==> config.mk <==
export PLATFORM = sky130hd
export DESIGN_NAME = basd_decode
export DESIGN_NICKNAME = d
export VERILOG_FILES = /design/src/basd_pkg.sv /design/src/basd_decode.sv
export SDC_FILE = /design/constraint.sdc
export NUM_CORES = 1
export LEC_CHECK = 0
export ABC_AREA = 1
export ABC_CLOCK_PERIOD_IN_PS = 2600
export BUFFER_PORTS_ARGS = -buffer_cell sky130_fd_sc_hd__buf_4
export CAP_MARGIN = 20
export CELL_PAD_IN_SITES_DETAIL_PLACEMENT = 1
export CELL_PAD_IN_SITES_GLOBAL_PLACEMENT = 1
export CORE_MARGIN = 1.5
export CORE_UTILIZATION = 34
export CTS_CLUSTER_SIZE = 24
export DETAILED_ROUTE_END_ITERATION = 6
export GPL_TIMING_DRIVEN = 0
export PLACE_DENSITY = 0.79
export SYNTH_ARGS = -nofsm -noshare
export SYNTH_HDL_FRONTEND = slang
export SYNTH_SLANG_ARGS = --single-unit
==> constraint.sdc <==
create_clock -name clock -period 2.6 [get_ports clock]
set_input_delay 0.13 -clock clock [delete_from_list [all_inputs] [get_ports clock]]
set_output_delay 0.13 -clock clock [all_outputs]
set_load 0.02 [all_outputs]
==> src/basd_pkg.sv <==
/*
 * shared constants and carrier types for the bus address and strobe
 * decode block.
 * assumes a single 20 MHz clock domain and an active-low async reset.
 */
package basd_pkg;

	// ---------------------------------------------------------------
	// address geometry
	// ---------------------------------------------------------------
	localparam int SEG_SHIFT      = 4;        // segment shifted left by 4
	localparam int PHYS_W         = 20;       // 1 Mbyte physical space
	localparam int WORD_W         = 16;       // segment, offset, port width
	localparam int SHORT_PORT_W   = 8;        // port number in instruction

	// ---------------------------------------------------------------
	// upper memory select after reset: F0000h..FFFFFh (64 Kbyte)
	// ---------------------------------------------------------------
	localparam logic [19:0] UMS_BASE_RST = 20'hF0000;
	localparam logic [19:0] UMS_SIZE_RST = 20'h10000;
	localparam logic [19:0] UMS_SIZE_MAX = 20'h80000; // 512 Kbyte cap

	// ---------------------------------------------------------------
	// reserved port window, kept out of use by software
	// ---------------------------------------------------------------
	localparam logic [15:0] RSV_PORT_LO  = 16'h00F8;
	localparam logic [15:0] RSV_PORT_HI  = 16'h00FF;

	// ---------------------------------------------------------------
	// segment choice and access kinds
	// ---------------------------------------------------------------
	typedef enum logic [1:0] {
		BASD_SEG_CODE  = 2'b00,
		BASD_SEG_DATA  = 2'b01,
		BASD_SEG_STACK = 2'b10,
		BASD_SEG_EXTRA = 2'b11
	} basd_seg_t;

	typedef enum logic [2:0] {
		BASD_REF_FETCH  = 3'b000, // instruction fetch
		BASD_REF_DATA   = 3'b001, // ordinary data
		BASD_REF_STACK  = 3'b010, // push or pop
		BASD_REF_BP     = 3'b011, // base pointer addressed
		BASD_REF_STRDI  = 3'b100, // string ref indexed by dest index
		BASD_REF_IO8    = 3'b101, // port number in instruction
		BASD_REF_IO16   = 3'b110  // port number in port pointer
	} basd_ref_t;

	// one bus request from the execution side
	typedef struct packed {
		logic             valid;     // start a bus cycle
		basd_ref_t        kind;      // reference kind
		logic             write;     // write cycle
		logic             byte_hi;   // high byte lane takes part
		logic             byte_lo;   // low byte lane takes part
		logic [15:0]      offset;    // offset or 8-bit port in [7:0]
	} basd_req_t;

	// segment register file contents
	typedef struct packed {
		logic [15:0] code_seg;
		logic [15:0] data_segment_reg;
		logic [15:0] stack_seg;
		logic [15:0] extra_segment_reg;
		logic [15:0] port_pointer_reg;
	} basd_segs_t;

endpackage : basd_pkg

==> src/basd_decode.sv <==
/*
 * bus address and strobe decode: physical address forming, port
 * addressing, upper memory select, upper-zero flag, write strobes and
 * the pin isolation mode caught at reset release.
 * assumes requests synchronous to clock, one bus cycle per request,
 * each cycle holding for cycle_len clocks; pads resolve the enables.
 */

// What this block does
// physical address is segment shifted four plus offset
// segment implied by reference kind
// ports addressed by 8-bit immediate or pointer
// 8-bit port zero extended, A15-A8 low
// ports 00F8h-00FFh reserved, not for outside use
// upper select asserted inside programmable block
// after reset upper block is F0000h-FFFFFh
// bank1 row strobe enable kills upper select
// bank1 enabling code must not run upper
// bus hold floats upper select, weakly high
// both isolation pins low at release floats all
// upper-zero flag is NOR of A19-A16
// high write strobe is enable OR write
// low write strobe is A0 OR write
// write strobe asserted on writes, floats hold/reset
module basd_decode #(
	parameter int CYCLE_LEN = 4               // clocks per bus cycle
) (
	input  wire logic                 clock,
	input  wire logic                 rst_n,
	input  wire basd_pkg::basd_req_t  req,
	input  wire basd_pkg::basd_segs_t segs,
	input  wire logic [19:0]          ums_base,        // programmed base
	input  wire logic [19:0]          ums_size,        // programmed size
	input  wire logic                 ums_program,     // load base/size
	input  wire logic                 dram_row_strobe_bank1_en,
	input  wire logic                 bus_hold,
	input  wire logic                 isolation_request_0,
	input  wire logic                 isolation_request_1,
	output logic                      busy,
	output logic [19:0]               addr_out,
	output logic                      addr_oe,
	output logic                      io_cycle,
	output logic                      upper_memory_select_n,
	output logic                      upper_memory_select_oe,
	output logic                      upper_memory_select_pull,
	output logic                      upper_zero_flag,
	output logic                      upper_zero_flag_oe,
	output logic                      write_strobe_n,
	output logic                      write_strobe_oe,
	output logic                      high_byte_write_strobe_n,
	output logic                      low_byte_write_strobe_n,
	output logic                      byte_strobe_oe,
	output logic                      high_byte_enable_n,
	output logic                      isolated
);

	// ---------------------------------------------------------------
	// helpers
	// ---------------------------------------------------------------

	// segment and offset into a 20-bit physical address
	function automatic logic [19:0] phys_addr(input logic [15:0] seg,
		input logic [15:0] off);
	begin
		phys_addr = {seg, 4'h0} + {4'h0, off};
	end
	endfunction : phys_addr

	// implicit segment per reference kind
	function automatic basd_pkg::basd_seg_t seg_pick(
		input basd_pkg::basd_ref_t kind);
	begin
		case (kind)
			basd_pkg::BASD_REF_FETCH:  seg_pick = basd_pkg::BASD_SEG_CODE;
			basd_pkg::BASD_REF_STACK,
			basd_pkg::BASD_REF_BP:     seg_pick = basd_pkg::BASD_SEG_STACK;
			basd_pkg::BASD_REF_STRDI:  seg_pick = basd_pkg::BASD_SEG_EXTRA;
			default:                   seg_pick = basd_pkg::BASD_SEG_DATA;
		endcase
	end
	endfunction : seg_pick

	// ---------------------------------------------------------------
	// bus cycle sequencing
	// ---------------------------------------------------------------
	typedef enum logic [1:0] {
		BASD_ST_IDLE = 2'b00,     // no cycle in progress
		BASD_ST_RUN  = 2'b01      // address and strobes held
	} basd_state_t;

	basd_state_t       state_reg;        // cycle state
	logic [7:0]        cnt_reg;          // clocks left in the cycle
	logic [19:0]       base_reg;         // upper block base
	logic [19:0]       size_reg;         // upper block size
	logic              ums_dead_reg;     // upper select retired
	logic              iso_reg;          // pins isolated until reset
	logic              iso_armed_reg;    // first clock after release
	logic [15:0]       seg_val;          // chosen segment value
	logic [19:0]       addr_next;        // address for a new cycle
	logic              io_next;          // new cycle is i/o
	logic              hit_next;         // new cycle inside upper block
	logic              float_all;        // isolation or hold floats pins
	logic              start;            // a request is accepted

	assign start = req.valid && (state_reg == BASD_ST_IDLE) && !bus_hold
		&& !iso_reg;
	assign float_all = iso_reg || bus_hold;

	// choose the segment value from the implied register
	always_comb
	begin
		case (seg_pick(req.kind))
			basd_pkg::BASD_SEG_CODE:  seg_val = segs.code_seg;
			basd_pkg::BASD_SEG_STACK: seg_val = segs.stack_seg;
			basd_pkg::BASD_SEG_EXTRA: seg_val = segs.extra_segment_reg;
			default:                  seg_val = segs.data_segment_reg;
		endcase
	end

	// form the address: memory via segments, i/o via port numbers.
	// the reserved port window is not filtered; keeping out is on sw.
	always_comb
	begin
		io_next = 1'b0;
		if (req.kind == basd_pkg::BASD_REF_IO8)
		begin
			io_next = 1'b1;
			addr_next = {12'h000, req.offset[7:0]};
		end
		else if (req.kind == basd_pkg::BASD_REF_IO16)
		begin
			io_next = 1'b1;
			addr_next = {4'h0, segs.port_pointer_reg};
		end
		else
		begin
			addr_next = phys_addr(seg_val, req.offset);
		end
	end

	// upper block hit; size capped at 512 Kbyte
	always_comb
	begin
		hit_next = !io_next && (addr_next >= base_reg)
			&& ((addr_next - base_reg) < size_reg);
	end

	// ---------------------------------------------------------------
	// state and cycle counter
	// ---------------------------------------------------------------
	// each cycle holds for CYCLE_LEN clocks then returns to idle
	always_ff @(posedge clock or negedge rst_n)
	begin
		if (!rst_n)
		begin
			state_reg <= BASD_ST_IDLE;
			cnt_reg   <= 8'h00;
		end
		else
		begin
			case (state_reg)
				BASD_ST_IDLE:
				begin
					if (start)
					begin
						state_reg <= BASD_ST_RUN;
						cnt_reg   <= 8'(CYCLE_LEN - 1);
					end
				end
				default:
				begin
					if (cnt_reg == 8'h00)
						state_reg <= BASD_ST_IDLE;
					else
						cnt_reg <= cnt_reg - 8'h01;
				end
			endcase
		end
	end

	// ---------------------------------------------------------------
	// upper block window and retirement
	// ---------------------------------------------------------------
	// defaults cover the reset fetch address
	always_ff @(posedge clock or negedge rst_n)
	begin
		if (!rst_n)
		begin
			base_reg <= basd_pkg::UMS_BASE_RST;
			size_reg <= basd_pkg::UMS_SIZE_RST;
		end
		else if (ums_program)
		begin
			base_reg <= ums_base;
			// oversize requests clip to the cap
			size_reg <= (ums_size > basd_pkg::UMS_SIZE_MAX) ?
				basd_pkg::UMS_SIZE_MAX : ums_size;
		end
	end

	// once bank1 is on, the upper select never comes back until reset.
	// code running from the upper block loses its memory here.
	always_ff @(posedge clock or negedge rst_n)
	begin
		if (!rst_n)
			ums_dead_reg <= 1'b0;
		else if (dram_row_strobe_bank1_en)
			ums_dead_reg <= 1'b1;
	end

	// ---------------------------------------------------------------
	// isolation mode capture
	// ---------------------------------------------------------------
	// sampled on the first clock after release, since an async reset
	// may only load constants; held until the next reset
	always_ff @(posedge clock or negedge rst_n)
	begin
		if (!rst_n)
		begin
			iso_armed_reg <= 1'b1;
			iso_reg       <= 1'b0;
		end
		else if (iso_armed_reg)
		begin
			iso_armed_reg <= 1'b0;
			iso_reg <= !isolation_request_0 && !isolation_request_1;
		end
	end

	// ---------------------------------------------------------------
	// address, flag and strobe outputs
	// ---------------------------------------------------------------
	// latched at the first period and held through the cycle, except the select, which a bank1 enable drops early
	always_ff @(posedge clock or negedge rst_n)
	begin
		if (!rst_n)
		begin
			addr_out                 <= 20'h00000;
			io_cycle                 <= 1'b0;
			upper_memory_select_n    <= 1'b1;
			upper_zero_flag          <= 1'b0;
			write_strobe_n           <= 1'b1;
			high_byte_write_strobe_n <= 1'b1;
			low_byte_write_strobe_n  <= 1'b1;
			high_byte_enable_n       <= 1'b1;
		end
		else if (start)
		begin
			addr_out <= addr_next;
			io_cycle <= io_next;
			upper_memory_select_n <= !(hit_next && !ums_dead_reg
				&& !dram_row_strobe_bank1_en);
			upper_zero_flag <= ~|addr_next[19:16];
			write_strobe_n <= !req.write;
			high_byte_enable_n <= !req.byte_hi;
			// active-low OR of enable and write strobe
			high_byte_write_strobe_n <= !req.byte_hi || !req.write;
			// low lane follows address bit zero
			low_byte_write_strobe_n <= addr_next[0] || !req.write;
		end
		else if (state_reg == BASD_ST_RUN && cnt_reg == 8'h00)
		begin
			// cycle ends: release selects and strobes, keep address
			upper_memory_select_n    <= 1'b1;
			write_strobe_n           <= 1'b1;
			high_byte_write_strobe_n <= 1'b1;
			low_byte_write_strobe_n  <= 1'b1;
			high_byte_enable_n       <= 1'b1;
		end
		// the enable edge itself negates, so a running cycle loses its
		// select at once instead of one clock late
		else if (ums_dead_reg || dram_row_strobe_bank1_en)
			upper_memory_select_n <= 1'b1;
	end

	// ---------------------------------------------------------------
	// output enables
	// ---------------------------------------------------------------
	// reset holds every enable low, so strobes float during reset
	always_ff @(posedge clock or negedge rst_n)
	begin
		if (!rst_n)
		begin
			addr_oe                  <= 1'b0;
			upper_memory_select_oe   <= 1'b0;
			upper_memory_select_pull <= 1'b1;
			upper_zero_flag_oe       <= 1'b0;
			write_strobe_oe          <= 1'b0;
			byte_strobe_oe           <= 1'b0;
			isolated                 <= 1'b0;
			busy                     <= 1'b0;
		end
		else
		begin
			addr_oe <= !float_all && !iso_armed_reg;
			upper_memory_select_oe <= !float_all && !iso_armed_reg;
			// weak pullup in hold; none when isolated
			upper_memory_select_pull <= bus_hold && !iso_reg;
			upper_zero_flag_oe <= !iso_reg && !iso_armed_reg;
			write_strobe_oe <= !float_all && !iso_armed_reg;
			byte_strobe_oe <= !iso_reg && !iso_armed_reg;
			isolated <= iso_reg;
			busy <= start || (state_reg == BASD_ST_RUN && cnt_reg != 8'h00);
		end
	end

endmodule : basd_decode

==> run_results.csv, run 1 <==
group,metric,value,unit
status,status,"finished, violations left",
clock_network,cts_buffer_depth,2,
critical_path,setup.worst_path.end_class,"flip-flop",
placement,pre_cts_slack,-2.52,ns
timing,period_share,166,%
drt,via_per_inst,5.07,
final_layout,post-route-util,52.3,%
critical_path,critPathKind,"in -> reg",
synthesis,synth_ff_type,"dfrtp_1",
clock_network,clk_latency,0.36,ns
synthesis,syn_avg_cell_area,7.34,sq um
placement,routabilityCongestion,0.837,
final_layout,final_cell_mix,"buf_4, nand2_1, inv_1",
clock_network,cts_root_buf,"clkbuf_16",
grt,grt_util_met3,6.33,%
final_layout,fillerInstances,2150,
synthesis,synthesis.area,0.00613,sq mm
timing,worst_slack,-1.71,ns
drt,drt_wl_total,22.8,mm
synthesis,synth.distinct_cells,45,
timing,finalSetupViolations,1,
final_layout,mostFrequentLayoutCell,"buf_4",
drt,first_pass_iters,4,
grt,met1_usage,25.4,%
timing,finalHoldViolCount,0,
grt,grt_use_met2,45.2,%
clock_network,cts_num_sinks,84,
timing,finalSetupTns,-1.71,ns
synthesis,synth.area.top_cells,"dfrtp_1, nand2_1, ha_1",
power_and_ir_drop,power.density,789,mW/mm^2
die,ios,185,
timing,max_freq,0.232,GHz
grt,gr-total-overflow,0,
critical_path,critPathMaxFanout,6,
die,dieArea,0.0188,sq mm
die,row_count,48,
timing,rsz0062_at_grt,"true",
final_layout,antenna_cells,0,
final_layout,area_growth,49.1,%
power_and_ir_drop,leakagePower,4.46,nW
grt,grt_pass1_wl,34.5,mm
run,maxCapViolations,0,
critical_path,critical_path_required,2.89,ns
synthesis,synthesis.nets,1040,
critical_path,crit_path_start_kind,"primary input",
synthesis,synth_area_leader_cell,"dfrtp_1",
status,violations,"negative setup slack",
clock_network,numCtsBuffers,9,
final_layout,drive_above_1_share,35.3,%
final_layout,ff_latch_area,0.00212,sq mm
drt,drcViolationCount,0,
drt,wl_per_cell,17.4,um
synthesis,synthArstFlopShare,100,%
drt,drt-initial-drc-count,178,
critical_path,critPathSlowestCell,"fa_2",
die,die_h,137,um
synthesis,synth.top_cell.area_share,29.4,%
clock_network,cts_htree_levels,3,
die,core,0.0175,sq mm
timing,clock_skew,0.00829,ns
die,initial_core_util,35.1,%
die,chipWidth,137,um
synthesis,synth_cells,835,
final_layout,nNetsFinal,1286,
grt,grt_max_degree,85,
timing,slew_violations,0,
clock_network,cts.reportedPaths.clkPinSlew,0.07,ns
final_layout,multi_input_comb_area,0.00403,sq mm
grt,antenna_found_initial,0,
timing,relSlewSlack,43.9,%
critical_path,path_common_cell,"nand2_1",
grt,busiest_layer,"met2",
grt,grt_pass1_vias,7020,
synthesis,yosysWarnings,0,
worst_hold_path,holdCritPathClass,"in -> reg",
drt,ant_nets,0,
timing,worst_pin_slew,0.818,ns
synthesis,synth_edf_count,0,
timing,period_needed,4.31,ns
placement,hpwl,16.7,mm
drt,vias,6650,
clock_network,cts_tree,"done",
synthesis,ys_ff_latch,84,
power_and_ir_drop,ir_drop,0.000410,V
grt,track_usage,24.0,%
placement,port-buffer-count,182,
critical_path,max_stage_delay,0.36,ns
critical_path,crit_arrival,4.60,ns
synthesis,yosysSeqAreaShare,34.5,%
[stage by stage]
stage / hold WS [ns] / cell area, sq um / instances / total power, mW
floorplan: -0.166 / 6170 / 835 / 3.93
global placement: 0.289 / 7810 / 1242 / 4.97
detailed placement: 0.291 / 7810 / 1242 / 5.10
CTS: 0.00327 / 8780 / 1298 / 6.89
global route: 0.0233 / 9140 / 1311 / 7.73
finish: 0.0144 / 9140 / 1311 / 7.21
[critical path: cells and delay by family]
| kind | cells | cell delay, ns |
|---|---|---|
| buf+inv | 6 | 0.58 |
| compound gates | 8 | 1.48 |
| simple gates | 13 | 1.09 |
| xor+xnor | 1 | 0.15 |
| fa+ha+maj | 4 | 1.15 |
[power by group]
part | switching (mW) | internal [mW] | leakage [nW]
clock network | 0.629 | 0.685 | 0.149
registers | 0.187 | 1.66 | 1.02
logic | 2.32 | 1.73 | 3.29
total | 3.14 | 4.07 | 4.46
[routing by layer]
metal | up-vias | wire length [um]
met2 | 173 | 12000
li1 | 3234 | -
met1 | 3200 | 8710
met5 | - | 0
met3 | 43 | 1350
met4 | 0 | 743
[synth_stat cells, types with 2 or more instances]
cell,count
nand2_1,221
inv_1,104
o21ai_0,77
dfrtp_1,72
ha_1,53
nand3_1,47
a21oi_1,45
nor2_1,44
xor2_1,17
o21ai_1,16
clkbuf_1,13
dfstp_2,12
a221oi_1,9
nor3_1,9
xnor2_1,9
nor4_1,7
inv_2,6
nand4_1,6
nor2_2,6
nor2_4,5
o21bai_1,5
a211oi_1,4
buf_1,4
buf_4,4
nand2_2,4
o21a_1,4
o22ai_1,4
buf_2,3
nand3_2,3
o211ai_1,3
a31oi_1,2
fa_1,2
o21ai_2,2
or2_2,2
[what timing repair did]
item,CTS,global route
cloned,0,0
hold endpoints to repair,20,31
pin swaps,35,37
resized for setup,67,60
setup endpoints to repair,2,9
buffers inserted,24,11
hold buffers,17,1
[final timing paths]
check	startpoint	end	slack [ns]	cells past startpoint
max	req[20]	upper_memory_select_n	-1.71	32
max in group asynchronous	rst_n	high_byte_enable_n	1.67	3
min reg2reg	ums_dead_reg	ums_dead_reg	0.45	2
max reg2reg	base_reg[2]	upper_memory_select_n	-0.47	21
min	ums_base[14]	base_reg[14]	0.01	3
min in group asynchronous	rst_n	size_reg[1]	0.27	2
[cell families after synthesis]
family | Yosys count | share of synthesized area, %
adders and majority gates | 55 | 11.5
and+or+nand+nor | 357 | 25.4
buffers and inverters | 135 | 8.57
AOI/OAI and AO/OA | 176 | 16.1
other | 1 | 0.0612
DFF | 84 | 34.5
xor gates and xnor gates | 26 | 3.72
muxes | 1 | 0.163
[area by class of cell]
class	instances	share of cell area, %
flip-flops and latches	84	23.2
well taps	225	3.08
clock inverters	7	0.836
inverters	111	4.63
repair buffers	235	20.2
plain buffers	24	1.56
multi-input cells	616	44.1
clock buffers	9	2.47
No activity file was read; power rests on OpenSTA's default activity.
==> run 2: changes to the inputs <==
--- a/config.mk
+++ b/config.mk
@@ -17,6 +17,7 @@
 export DETAILED_ROUTE_END_ITERATION = 6
 export GPL_TIMING_DRIVEN = 0
 export PLACE_DENSITY = 0.79
+export REMOVE_ABC_BUFFERS = 1
 export SYNTH_ARGS = -nofsm -noshare
 export SYNTH_HDL_FRONTEND = slang
 export SYNTH_SLANG_ARGS = --single-unit
==> run_results.csv, run 2 (synthesis gave the netlist of run 1 again) <==
group,metric,value,unit
status,status,"finished, violations left",
status,violations,"negative setup slack",
die,dieArea,0.0188,sq mm
timing,finalSetupViolations,3,
placement,pre_cts_slack,-2.58,ns
timing,clock_skew,0.00853,ns
drt,first_pass_iters,4,
drt,drt_wl_total,23.5,mm
power_and_ir_drop,seqPwrFrac,24.8,%
power_and_ir_drop,switching_share,43.3,%
final_layout,mostFrequentLayoutCell,"buf_4",
grt,track_usage,22.4,%
critical_path,critPathSlowestCell,"ha_4",
timing,rsz0062_at_grt,"true",
critical_path,max_stage_delay,0.35,ns
critical_path,critical_path_required,2.87,ns
critical_path,crit_path_start_kind,"primary input",
die,die_h,137,um
grt,grt_max_degree,85,
grt,grt_pass1_vias,6908,
timing,period_needed,4.31,ns
worst_hold_path,holdPathEnd,"base_reg[1]",
timing,finalHoldViolCount,0,
grt,met1_usage,25.6,%
clock_network,cts_tree,"done",
power_and_ir_drop,power.density,784,mW/mm^2
die,chipWidth,137,um
grt,gr-total-overflow,0,
final_layout,fin_cells,1311,
critical_path,critPathMaxFanout,7,
critical_path,critPathKind,"in -> reg",
drt,ant_nets,0,
placement,port-buffer-count,183,
die,initial_core_util,35.1,%
timing,worst_slack,-1.71,ns
power_and_ir_drop,power.share.clock,17.0,%
grt,busiest_layer,"met2",
clock_network,clk_latency,0.35,ns
clock_network,cts_root_buf,"clkbuf_16",
critical_path,crit_family,"compound AO/OA/AOI/OAI gates",
drt,drcViolationCount,0,
placement,dp_cells,1220,
timing,period_share,166,%
final_layout,final_cell_mix,"buf_4, nand2_1, inv_1",
grt,grt_util_met3,4.82,%
worst_hold_path,hold_path_startpoint,"ums_base[1]",
clock_network,cts_num_sinks,84,
power_and_ir_drop,leakagePower,4.60,nW
timing,max_freq,0.232,GHz
clock_network,numCtsBuffers,9,
final_layout,area_growth,55.0,%
die,ios,185,
run,maxCapViolations,0,
clock_network,cts_htree_levels,3,
final_layout,antenna_cells,0,
clock_network,cts_buffer_depth,2,
power_and_ir_drop,power.share.combinational,58.2,%
critical_path,r2r_start,"base_reg[4]",
grt,grt_pass1_wl,33.0,mm
timing,slew_violations,0,
clock_network,cts.reportedPaths.clkPinSlew,0.07,ns
critical_path,rrSetupSlack,-0.51,ns
drt,wl_per_cell,18.0,um
timing,timing.hold.ws,0.00717,ns
power_and_ir_drop,switchingPower,3.23,mW
critical_path,setup.worst_path.end_class,"flip-flop",
timing,worst_pin_slew,0.920,ns
final_layout,nNetsFinal,1286,
timing,relSlewSlack,38.3,%
critical_path,r2r-end,"upper_memory_select_n",
drt,via_per_inst,5.10,
power_and_ir_drop,ir_drop,0.000381,V
critical_path,path_common_cell,"nand2_1",
critical_path,crit_arrival,4.59,ns
critical_path,worstRegToRegCells,20,
critical_path,cp.buffers_inverters,6,
die,row_count,48,
placement,hpwl,15.4,mm
die,core,0.0175,sq mm
final_layout,post-route-util,54.4,%
grt,antenna_found_initial,0,
placement,routabilityCongestion,0.792,
worst_hold_path,holdPathStages,3,
worst_hold_path,holdCritPathClass,"in -> reg",
grt,grt_use_met2,42.0,%
final_layout,drive_above_1_share,40.0,%
drt,drt-initial-drc-count,232,
power_and_ir_drop,p_int,4.23,mW
drt,vias,6683,
==> run 2: cell types whose count changed in the layout (fill, tap and decap cells not counted), sizes merged <==
cell,before,now
buf,229,248
clkbuf,21,9
dlygate4sd3,18,11
==> run 2: area by class of cell <==
cell class	count	area (sq um)
timing repair buffer	259	2110
multi-input combinational	616	4280
clock inverter	7	65.1
inverter	111	423
sequential	84	2120
tap	225	282
clock buffer	9	225
fill	2124	7980
==> run 2: tightest hold or removal path, delay by kind of cell <==
kind | cells | cell delay (ns)
AND/OR/NAND/NOR | 1 | 0.04
buffers and inverters | 1 | 0.08
AO/OA/AOI/OAI | 1 | 0.07
==> run 2: how the worst max path moves through the flow <==
stage / depth (start not counted) / slack, ns / start / end
floorplan: 29 / -1.46 / req[19] / upper_memory_select_n
global placement: 32 / -2.52 / req[19] / upper_memory_select_n
detailed placement: 34 / -2.58 / req[19] / upper_memory_select_n
CTS: 33 / -1.50 / req[20] / upper_memory_select_n
global route: 32 / -2.02 / req[19] / upper_memory_select_n
finish: 32 / -1.71 / req[19] / upper_memory_select_n
==> run 2: what timing repair did <==
item                                    4_1_cts  5_1_grt
buffers inserted                             25       38
endpoints found under the hold margin        12       27
endpoints found under the setup margin       14        8
hold buffers                                 10        1
gates resized for setup                      82      114
pin swaps                                    25       54
==> run 2: metal layers <==
layer  part of all wire [%]  vias to the layer above  wire length [um]
met5                      0                        -                 0
met4                    2.8                        0               655
met3                    4.9                       44              1160
met2                     53                      190             12500
met1                     39                     3211              9270
li1                       -                     3238                 -
==> run 2: power by group through the flow <==
stage	combinational, mW	sequential (mW)	clock, mW
2_1_floorplan	1.79	2.09	0
3_3_place_gp	3.05	1.85	0
3_5_place_dp	3.18	1.86	0
4_1_cts	3.66	1.84	1.30
5_1_grt	4.74	1.88	1.34
6_report	4.34	1.85	1.27
==> run 2: through the flow <==
step | TNS (ns) | total power, mW | cell area (sq um)
floorplan | -1.46 | 3.88 | 6020
global placement | -17.93 | 4.90 | 7670
detailed placement | -8.19 | 5.04 | 7700
CTS | -1.50 | 6.80 | 8700
global route | -5.63 | 7.97 | 9500
finish | -4.89 | 7.45 | 9500
